[src/hw/pwg_consts.vh]
// constants for the pmbus write guard and default-store command block
`ifndef PWG_CONSTS_VH
`define PWG_CONSTS_VH

// ---------------------------------------------------------------
// command codes
// ---------------------------------------------------------------
`define PWG_CMD_OPERATION     8'h01
`define PWG_CMD_ON_OFF_CONFIG 8'h02
`define PWG_CMD_WRITE_LOCK    8'h10
`define PWG_CMD_STORE_ALL     8'h11
`define PWG_CMD_RESTORE_ALL   8'h12
`define PWG_CMD_FEATURE_RPT   8'h19
`define PWG_CMD_VOUT_FORMAT   8'h20
`define PWG_CMD_VOUT_COMMAND  8'h21
`define PWG_CMD_VOUT_MAX      8'h24
`define PWG_CMD_OC_FAULT      8'h46
`define PWG_CMD_OC_WARN       8'h4a

// ---------------------------------------------------------------
// write lock byte
// ---------------------------------------------------------------
`define PWG_LOCK_ALL          8'h80
`define PWG_LOCK_OP           8'h40
`define PWG_LOCK_CFG          8'h20
`define PWG_LOCK_NONE         8'h00
`define PWG_LOCK_RESET        8'h00

// ---------------------------------------------------------------
// read-only bytes and vout ceiling reset value
// ---------------------------------------------------------------
`define PWG_FEATURE_RESET     8'hb0
`define PWG_PEC_BIT           7
`define PWG_SPD_HI            6
`define PWG_SPD_LO            5
`define PWG_SPD_400K          2'h1
`define PWG_ALERT_BIT         4
`define PWG_VMODE_VID         3'h1
`define PWG_VPARAM_NEWER      5'h02
`define PWG_VPARAM_OLDER      5'h01
`define PWG_VOUT_MAX_RESET    16'h00ff

// ---------------------------------------------------------------
// memory geometry and internal state
// ---------------------------------------------------------------
`define PWG_NVM_ITEMS         8
`define PWG_IDX_W             3
`define PWG_ST_IDLE           2'h0
`define PWG_ST_STORE          2'h1
`define PWG_ST_RESTORE        2'h2

`endif

[src/hw/pwg_cmd_unit.v]
// pmbus write guard, default store commands and read-only bytes
// Notes on behaviour
// lock 80h: only lock command writable
// lock 40h: lock and operation writable
// lock 20h: lock, operation, on-off config writable
// lock 00h: every write accepted except to read-only bytes
// valid lock: at most one of 7:5, 4:0 zero
// invalid lock: flag fault, no protection
// store copies operating items into nvm
// after store force limits, vout, ceiling
// store/restore act on command alone
// restore overwrites operating items from nvm
// feature byte b0h, pec set, low zero
// bus speed field reads 01
// alert bit reads one
// vout format byte read-only, 21h default
// vout format write refused, data fault
// format mode 001, parameter per table
// refused write changes nothing
`timescale 1ns/1ns
module pwg_cmd_unit (
    // clock and reset
    input  wire        ref_clk_i,
    input  wire        rst_i,
    // command from the bus target front end
    input  wire        cmd_valid_i,
    input  wire        cmd_write_i,
    input  wire [7:0]  cmd_code_i,
    input  wire [15:0] cmd_data_i,
    // device configuration
    input  wire        newer_vid_table_i,
    input  wire [7:0]  boot_voltage_i,
    input  wire [15:0] max_current_setting_i,
    // fault flag clear from status logic
    input  wire        fault_clear_i,
    // answers
    output reg         done_o,
    output reg         accepted_o,
    output reg  [15:0] rdata_o,
    output reg         busy_o,
    // fault flags
    output reg         comm_fault_o,
    output reg         unsupported_data_flag_o,
    // operating settings
    output reg  [7:0]  write_lock_level_o,
    output reg  [15:0] vout_cmd_o,
    output reg  [15:0] vout_max_o,
    output reg  [15:0] oc_fault_o,
    output reg  [15:0] oc_warn_o
);
`include "pwg_consts.vh"

    // ---------------------------------------------------------------
    // operating memory and default store
    // ---------------------------------------------------------------
    // operating items live in op_mem, index given by map_idx
    reg  [15:0] op_mem  [0:`PWG_NVM_ITEMS-1];
    reg  [15:0] nvm_mem [0:`PWG_NVM_ITEMS-1];
    reg  [1:0]  state;
    reg  [`PWG_IDX_W-1:0] idx;

    // slot map: 0 operation, 1 on-off config, 2 vout command,
    // 3 vout ceiling, 4 overcurrent fault, 5 overcurrent warning;
    // codes outside the map, bar lock, store, restore, feature and format, read as zero and write nowhere
    // returns item index; bit 3 set means no backing item
    function [3:0] map_idx;
        input [7:0] code;
        begin
            case (code)
                `PWG_CMD_OPERATION:     map_idx = 4'h0;
                `PWG_CMD_ON_OFF_CONFIG: map_idx = 4'h1;
                `PWG_CMD_VOUT_COMMAND:  map_idx = 4'h2;
                `PWG_CMD_VOUT_MAX:      map_idx = 4'h3;
                `PWG_CMD_OC_FAULT:      map_idx = 4'h4;
                `PWG_CMD_OC_WARN:       map_idx = 4'h5;
                default:                map_idx = 4'h8;
            endcase
        end
    endfunction

    // item slots 6 and 7 hold no mapped item in either memory and are skipped
    function has_op;
        input [`PWG_IDX_W-1:0] i;
        begin
            has_op = (i < 3'h6);
        end
    endfunction

    // ---------------------------------------------------------------
    // lock decode
    // ---------------------------------------------------------------
    wire lock_allow;

    // validity is judged on the write below, where bits 4:0 still show
    pwg_lock_check u_lock (
        .lock_i       (write_lock_level_o),
        .cmd_i        (cmd_code_i),
        .lock_valid_o (),
        .allow_o      (lock_allow)
    );

    wire [3:0]  cmd_slot  = map_idx(cmd_code_i);
    wire        take      = cmd_valid_i && (state == `PWG_ST_IDLE);
    wire [15:0] oc_fault_def;
    // 125 percent of max current, as max plus a quarter
    // the sum wraps for settings above cccch
    assign oc_fault_def = max_current_setting_i +
                          {2'h0, max_current_setting_i[15:2]};

    wire [7:0] feature_byte = {1'b1,
                               `PWG_SPD_400K,
                               1'b1,
                               4'h0};
    wire [4:0] vparam = newer_vid_table_i ? `PWG_VPARAM_NEWER
                                          : `PWG_VPARAM_OLDER;
    wire [7:0] vout_format = {`PWG_VMODE_VID, vparam};

    wire new_lock_bad = (cmd_data_i[7:0] != `PWG_LOCK_NONE) &&
                        (cmd_data_i[7:0] != `PWG_LOCK_ALL)  &&
                        (cmd_data_i[7:0] != `PWG_LOCK_OP)   &&
                        (cmd_data_i[7:0] != `PWG_LOCK_CFG);

    // ---------------------------------------------------------------
    // write admission
    // ---------------------------------------------------------------
    // an invalid lock byte opens the guard until the next lock write,
    // even where bits 7:5 alone look like a valid level (81h)
    reg  lock_void;
    wire guard_open = lock_allow || lock_void;
    // read-only bytes never take a write, whatever the lock says
    wire ro_target  = (cmd_code_i == `PWG_CMD_VOUT_FORMAT) ||
                      (cmd_code_i == `PWG_CMD_FEATURE_RPT);
    wire refuse_wr  = !guard_open || ro_target;

    // ---------------------------------------------------------------
    // command engine
    // ---------------------------------------------------------------
    // store and restore walk all eight slots, one per cycle: busy
    // stands for eight cycles and done follows on the ninth edge;
    // requests that arrive meanwhile are dropped, not queued
    integer k;
    reg     set_fault;

    always @* begin
        set_fault = 1'b0;
        if (take && cmd_write_i) begin
            if (cmd_code_i == `PWG_CMD_VOUT_FORMAT)
                set_fault = 1'b1;
            else if (cmd_code_i == `PWG_CMD_WRITE_LOCK && new_lock_bad)
                set_fault = 1'b1;
        end
    end

    always @(posedge ref_clk_i) begin
        if (rst_i) begin
            state                   <= `PWG_ST_IDLE;
            idx                     <= 3'h0;
            done_o                  <= 1'b0;
            accepted_o              <= 1'b0;
            rdata_o                 <= 16'h0000;
            busy_o                  <= 1'b0;
            comm_fault_o            <= 1'b0;
            unsupported_data_flag_o <= 1'b0;
            write_lock_level_o      <= `PWG_LOCK_RESET;
            lock_void               <= 1'b0;
            vout_cmd_o              <= 16'h0000;
            vout_max_o              <= `PWG_VOUT_MAX_RESET;
            oc_fault_o              <= 16'h0000;
            oc_warn_o               <= 16'h0000;
            for (k = 0; k < `PWG_NVM_ITEMS; k = k + 1) begin
                op_mem[k]  <= 16'h0000;
                nvm_mem[k] <= 16'h0000;
            end
        end else begin
            done_o     <= 1'b0;
            accepted_o <= 1'b0;
            // set wins over clear: a fault that meets a clear is kept
            if (set_fault) begin
                comm_fault_o            <= 1'b1;
                unsupported_data_flag_o <= 1'b1;
            end else if (fault_clear_i) begin
                comm_fault_o            <= 1'b0;
                unsupported_data_flag_o <= 1'b0;
            end
            case (state)
                `PWG_ST_IDLE: begin
                    if (take) begin
                        if (!cmd_write_i) begin
                            // rdata holds until the next read
                            done_o     <= 1'b1;
                            accepted_o <= 1'b1;
                            case (cmd_code_i)
                                `PWG_CMD_FEATURE_RPT:
                                    rdata_o <= {8'h00, feature_byte};
                                `PWG_CMD_VOUT_FORMAT:
                                    rdata_o <= {8'h00, vout_format};
                                `PWG_CMD_WRITE_LOCK:
                                    rdata_o <= {8'h00, write_lock_level_o};
                                default:
                                    if (!cmd_slot[3])
                                        rdata_o <= op_mem[cmd_slot[2:0]];
                                    else
                                        rdata_o <= 16'h0000;
                            endcase
                        end else if (refuse_wr) begin
                            // refused: no setting touched; a format write still sets the fault flags
                            done_o <= 1'b1;
                        end else if (cmd_code_i == `PWG_CMD_WRITE_LOCK) begin
                            done_o     <= 1'b1;
                            accepted_o <= 1'b1;
                            // keep 7:5 as written, zero 4:0; a bad 7:5 pattern reads back
                            write_lock_level_o <= {cmd_data_i[7:5], 5'h00};
                            // bad value leaves protection off
                            lock_void          <= new_lock_bad;
                        end else if (cmd_code_i == `PWG_CMD_STORE_ALL) begin
                            state  <= `PWG_ST_STORE;
                            idx    <= 3'h0;
                            busy_o <= 1'b1;
                        end else if (cmd_code_i == `PWG_CMD_RESTORE_ALL) begin
                            state  <= `PWG_ST_RESTORE;
                            idx    <= 3'h0;
                            busy_o <= 1'b1;
                        end else begin
                            done_o     <= 1'b1;
                            accepted_o <= 1'b1;
                            if (!cmd_slot[3])
                                op_mem[cmd_slot[2:0]] <= cmd_data_i;
                            if (cmd_code_i == `PWG_CMD_VOUT_COMMAND)
                                vout_cmd_o <= cmd_data_i;
                            if (cmd_code_i == `PWG_CMD_VOUT_MAX)
                                vout_max_o <= cmd_data_i;
                            if (cmd_code_i == `PWG_CMD_OC_FAULT)
                                oc_fault_o <= cmd_data_i;
                            if (cmd_code_i == `PWG_CMD_OC_WARN)
                                oc_warn_o <= cmd_data_i;
                        end
                    end
                end
                `PWG_ST_STORE: begin
                    // one item per cycle keeps a single store write port
                    if (has_op(idx))
                        nvm_mem[idx] <= op_mem[idx];
                    idx <= idx + 3'h1;
                    if (idx == 3'h7) begin
                        state      <= `PWG_ST_IDLE;
                        busy_o     <= 1'b0;
                        done_o     <= 1'b1;
                        accepted_o <= 1'b1;
                        oc_fault_o <= oc_fault_def;
                        oc_warn_o  <= max_current_setting_i;
                        vout_cmd_o <= {8'h00, boot_voltage_i};
                        vout_max_o <= `PWG_VOUT_MAX_RESET;
                        op_mem[4]  <= oc_fault_def;
                        op_mem[5]  <= max_current_setting_i;
                        op_mem[2]  <= {8'h00, boot_voltage_i};
                        op_mem[3]  <= `PWG_VOUT_MAX_RESET;
                    end
                end
                `PWG_ST_RESTORE: begin
                    // limits are not forced again: the store holds what
                    // the host saved, and a restore gives that back
                    if (has_op(idx)) begin
                        op_mem[idx] <= nvm_mem[idx];
                        if (idx == 3'h2)
                            vout_cmd_o <= nvm_mem[idx];
                        if (idx == 3'h3)
                            vout_max_o <= nvm_mem[idx];
                        if (idx == 3'h4)
                            oc_fault_o <= nvm_mem[idx];
                        if (idx == 3'h5)
                            oc_warn_o <= nvm_mem[idx];
                    end
                    idx <= idx + 3'h1;
                    if (idx == 3'h7) begin
                        state      <= `PWG_ST_IDLE;
                        busy_o     <= 1'b0;
                        done_o     <= 1'b1;
                        accepted_o <= 1'b1;
                    end
                end
                default: begin
                    state  <= `PWG_ST_IDLE;
                    busy_o <= 1'b0;
                end
            endcase
        end
    end

endmodule // pwg_cmd_unit

[src/hw/pwg_lock_check.v]
// write lock decode: does the lock byte let a write to a command through
`timescale 1ns/1ns
module pwg_lock_check (
    // lock state and command
    input  wire [7:0] lock_i,
    input  wire [7:0] cmd_i,
    // decision
    output wire       lock_valid_o,
    output wire       allow_o
);
`include "pwg_consts.vh"

    // at most one of 7:5 set, 4:0 zero
    assign lock_valid_o = (lock_i == `PWG_LOCK_NONE) ||
                          (lock_i == `PWG_LOCK_ALL)  ||
                          (lock_i == `PWG_LOCK_OP)   ||
                          (lock_i == `PWG_LOCK_CFG);

    // invalid lock value means no protection
    assign allow_o =
        (!lock_valid_o) ||
        (lock_i == `PWG_LOCK_NONE) ||
        (cmd_i == `PWG_CMD_WRITE_LOCK) ||
        ((lock_i != `PWG_LOCK_ALL) &&
         (cmd_i == `PWG_CMD_OPERATION)) ||
        ((lock_i == `PWG_LOCK_CFG) &&
         (cmd_i == `PWG_CMD_ON_OFF_CONFIG));

endmodule // pwg_lock_check

[config.mk]
export PLATFORM = sky130hd
export DESIGN_NAME = pwg_cmd_unit
export DESIGN_NICKNAME = d
export VERILOG_FILES = /design/src/hw/pwg_cmd_unit.v /design/src/hw/pwg_lock_check.v
export VERILOG_INCLUDE_DIRS = /design/src /design/src/hw
export SDC_FILE = /design/constraint.sdc
export NUM_CORES = 1
export LEC_CHECK = 0
export BUFFER_PORTS_ARGS = -buffer_cell sky130_fd_sc_hd__buf_2
export CAP_MARGIN = 0
export CORE_MARGIN = 2
export CORE_UTILIZATION = 50
export CTS_BUF_LIST = sky130_fd_sc_hd__clkbuf_8
export DETAILED_ROUTE_END_ITERATION = 6
export PLACE_DENSITY = 0.69
export SETUP_SLACK_MARGIN = 0.2
export SLEW_MARGIN = 20
export SYNTH_ARGS = -nofsm -noshare
export SYNTH_HDL_FRONTEND = slang
export SYNTH_SLANG_ARGS = --single-unit
[constraint.sdc]
create_clock -name ref_clk_i -period 11.1 [get_ports ref_clk_i]
set_input_delay 3.33 -clock ref_clk_i [delete_from_list [all_inputs] [get_ports ref_clk_i]]
set_output_delay 3.33 -clock ref_clk_i [all_outputs]
set_load 0.005 [all_outputs]
**Word-level counts from Yosys, hierarchy flattened**

Memory sizes are Yosys's and may differ from the RTL's. A register that Yosys moved wholly into a read port is not among the register bits.
Index checks and enable logic that the tools add are counted.

- Memories kept: 2
- Word-level logic and storage cells: 232
- Flip-flop bits (word level): 93
- Memory bits (writable): 256

- Bitwise logic cells: 6
- Muxes and demuxes: 127
- Reductions and logical operators: 38
- Order comparisons: 1
- Equal/unequal tests: 43
- Add/subtract/negate cells: 2

Memories:

| memory | words | bits a word | read ports | clocked after memory_dff | write ports | line | text |
|---|---|---|---|---|---|---|---|
| nvm_mem | 8 | 16 | 1 | 1 | 8 | pwg_cmd_unit.v:58 | `` reg [15:0] nvm_mem [0:`PWG_NVM_ITEMS-1]; `` |
| op_mem | 8 | 16 | 2 | 1 | 8 | pwg_cmd_unit.v:57 | `` reg [15:0] op_mem [0:`PWG_NVM_ITEMS-1]; `` |

Operators with widths:

| kind | number |
|---|---|
| 16-bit 2-to-1 mux | 48 |
| 16-bit case mux with 3 select lines | 5 |
| 16-bit OR reduction | 3 |
| 1-bit 2-to-1 mux | 47 |
| 11-bit AND reduction | 4 |
| 3-bit 2-to-1 mux | 13 |
| 8-bit by 5-bit == test with 1-bit output, second input constant | 4 |
| 8-bit by 6-bit == test with 1-bit output, second input constant | 3 |
| 2-bit inequality test, second input constant | 12 |
| 4-bit case mux with 6 select lines | 1 |
| 16-bit by 14-bit adder with 16-bit output | 1 |
| 8-bit by 7-bit == test with 1-bit output, second input constant | 2 |
| 2-bit 2-to-1 mux | 8 |
| 3-bit == test, second input constant | 4 |
| 6-bit AND reduction | 2 |
| 1-bit logical OR | 10 |
| 2-bit by 1-bit inequality test with 1-bit output, second input constant | 5 |
| 3-bit by 2-bit == test with 1-bit output, second input constant | 3 |
| 8-bit by 1-bit == test with 1-bit output, second input constant | 1 |
| 8-bit by 2-bit == test with 1-bit output, second input constant | 1 |
| 1-bit logical AND | 8 |
| 8-bit logical NOT | 1 |
| 8-bit by 6-bit inequality test with 1-bit output, second input constant | 1 |
| 8-bit by 7-bit inequality test with 1-bit output, second input constant | 1 |
| 21 further kinds | 29 |

**Logic depth before layout (Yosys ltp)**

- Word-level depth: 21
- Mapped depth: 12
- Gate-level depth less buffers: 9

**Cells and area by module**

From an unflattened synthesis, not the netlist that was laid out.

- Cells, all modules: 1440
- Area, all modules: 17468.0 µm²

By module, submodules not included:

| module | area an instance (µm²) | instances | cells an instance |
|---|---|---|---|
| pwg_cmd_unit | 17355.4 | 1 | 1423 |
| pwg_lock_check | 112.6 | 1 | 17 |

**Worst setup path after synthesis**

Ideal clock, no wire load.

- Path kind: input to register
- Start: in cmd_code_i[4]
- End: mem op_mem[5][0], enable pin
- Cell stages on the path: 10
- Setup slack: 4.960 ns
- Setup time: 0.372 ns
- Arrival: 5.768 ns
- Cells stage by stage: buf_2 -> or4b_4 -> nor3_2 -> a21oi_1 -> a2111oi_2 -> or2_1 -> o221ai_2 -> buf_6 -> buf_6 -> nand2_1

RTL lines:

| item | line | text |
|---|---|---|
| start: declaration | pwg_cmd_unit.v:28 | `input wire [7:0] cmd_code_i,` |
| end: declaration | pwg_cmd_unit.v:57 |  |

==> reports/qor.txt <==
Routed wire length = 47,600 um
Antenna violations before repair = 0
Count of input and output buffers = 141
Fillers = 2,857
H-tree depth = 2
GRT Residual Overflow = 0
Num CTS Buffers = 57
Synthesized flop and latch total = 352
Switching pwr = 654 uW
Crit path max fanout = 25
Initial DRC count = 1,132
Vias = 12,500
WS Path Type = primary input to register
Comb pwr share = 0.065
Syn. warnings = 0
Area Growth Syn to Fin = 13.9%
Worst path arrival time = 6530 ps
CTS tree = built
Max-slew violations = 0
Hold-fix buffer count after cts = 0
Area share of xor/xnor cells in the synthesized design = 0.00709
Number of global-route vias before repair = 12,200
Final HPWL from detailed placement = 33,300 um
Kind of start point of the critical path = primary input
Pleak = 7.37 nW
Multi-input logic area = 7440 um2
Inserted Diodes = 0
Int Pwr = 2.14 mW
Layout cells sized above 1 = 0.213
Ys flop type = edfxtp_1
Largest net degree at the start of global routing = 85
Final period utilization = 0.573
CTS-repair resized insts = 0
Die Area = 36,100 um2
Post-layout min period = 6360 ps
Worst-Skew Late Latency = 590 ps
Max Clk Rate = 157 MHz
Clock Power Share = 0.407
DR WL/cell = 22.6 um
Hold crit path type = register to register
Most frequent cells in the layout = edfxtp_1 (256), nor2_1 (238), buf_2 (140)
Reg2Reg Setup Slack = 7350 ps
Die Wd = 190 um
GRT Overall Usage = 0.258
Post-synth ARST share = 0
Synth Cell Area = 17,300 um2
Max Clock Skew = 20.6 ps
Mux cell area share after synthesis = 0.163
Post-Synth Adder-Cell Area = 0.0191
Clk sinks = 352
Post-Syn Area per Cell = 12.2 um2
Max VDD drop = 0.0950 mV
Final net count = 1,684
Post-synthesis simple-gate area fraction = 0.127
Synth Area in Compound Gates = 0.0974
Relative slew margins = 0.263
Maxcap violations = 0
First-pass GRT wire length = 70,500 um
Initial Util = 0.505
Final hold viol count = 0
Post-synth EDFFs = 256
Worst Tran Pin Value = 1110 ps
Sequential cell area = 9620 um2
RSZ-0062 raised after global routing = false
Post-route ant nets = 0
Core Area = 34,300 um2
Largest family of logic cells by synthesized area = multiplexers
Reg clk slew, reported paths = 60 ps
Syn Inst Count = 1,422
Seq/Total Area, Yosys = 0.555
Num rows = 68
DRC violations left = 0
Pre-Repair DR Iteration Count = 5
Final GP Congestion = 0.911
Setup bufs post-CTS = 0
Routed vias/inst = 5.95
Data required, critical path = 11,260 ps
Clock Tree Root = clkbuf_8
Switching share of power = 0.234
Status = finished clean
Element type at the critical path end = register
Die Y = 190 um
# IOs = 147
TNS Setup = 0 ps
CTS Buffer Depth = 3
Count of different cell masters after synthesis = 74
Final setup fails = 0
Hold slack = 453 ps
Power Density = 142 nW/um2
Flop pwr share = 0.528
Commonest non-fill, non-tap cell in the layout = edfxtp_1
power groups by stage:
stage	sequential [mW]	combinational, mW	clock (mW)
2_1_floorplan	1.49	0.116	0
3_3_place_gp	1.50	0.174	0
3_5_place_dp	1.50	0.176	0
4_1_cts	1.48	0.177	1.15
5_1_grt	1.48	0.193	1.21
6_report	1.48	0.180	1.14
state kept, by name, indices dropped and copies added (netlist names), named ones only:
signal / flops
accepted_o: 1
lock_void: 1
vout_cmd_o: 16
op_mem: 128
write_lock_level_o: 3
idx: 3
state: 2
oc_fault_o: 16
rdata_o: 16
done_o: 1
vout_max_o: 16
unsupported_data_flag_o: 1
busy_o: 1
oc_warn_o: 16
nvm_mem: 128
synth_stat cells, types with 25 or more instances:
master    instances  share of area
nor2_1          238          0.052
o21ai_0          40          0.012
a21oi_1          73          0.021
dfxtp_1          96           0.11
edfxtp_1        256           0.44
nor3_1           33         0.0095
mux2i_1          80          0.046
mux4_2           86           0.11
nand2_1          87          0.019
nand3_1          40          0.012
a211oi_1         25          0.011
clkbuf_1         60          0.013
critical path: stages:
cell and delay, ps:
buf_2 290, nor4b_1 150, a211o_1 320, a221oi_2 690
a2111oi_2 170, a31oi_2 890, nand2_1 680
layout make-up:
cell class,instances,area share
Multi-Input combinational cell,1016,0.378
Clock buffer,61,0.0426
Clock inverter,44,0.0160
Inverter,18,0.00343
Sequential cell,352,0.488
Tap cell,455,0.0289
Timing Repair Buffer,160,0.0434
worst paths after layout:
| path | end | from | cells after the start |
|---|---|---|---|
| setup / recovery | op_mem[2][10] | cmd_code_i[2] | 7 |
| hold / removal | vout_cmd_o[5] | vout_cmd_o[5] | 2 |
| setup reg to reg | op_mem[2][10] | write_lock_level_o[5] | 6 |
| hold reg to reg | vout_cmd_o[5] | vout_cmd_o[5] | 2 |
layer usage:
metal / GRT usage / wire length [um] / vias up
li1: - / - / 5679
met1: 0.345 / 19200 / 6192
met2: 0.429 / 23300 / 569
met3: 0.0395 / 3460 / 99
met4: 0.0978 / 1620 / 0
met5: 0 / 0 / -
per-stage QoR:
stage | util | instances | power, mW | setup WS [ps] | instance area, um2
2_1_floorplan | - | 1490 | 1.61 | 4960 | 17600
4_1_cts | 0.574 | 2106 | 2.80 | 4830 | 19700
3_5_place_dp | 0.541 | 2001 | 1.68 | 4220 | 18500
6_report | 0.575 | 2106 | 2.79 | 4740 | 19700
5_1_grt | 0.575 | 2106 | 2.88 | 4550 | 19700
3_3_place_gp | 0.541 | 2001 | 1.67 | 4340 | 18500
kinds of logic (layout without fill, tap and decap cells):
group / count (synthesis) / in the layout
AOI/OAI and AO/OA: 247 / 247
xor gates and xnor gates: 14 / 14
other: 1 / 69
muxes: 173 / 173
DFF: 352 / 352
buffers and inverters: 122 / 283
and+or+nand+nor: 487 / 487
adders and majority gates: 26 / 26
No activity file was read; power rests on OpenSTA's default activity.
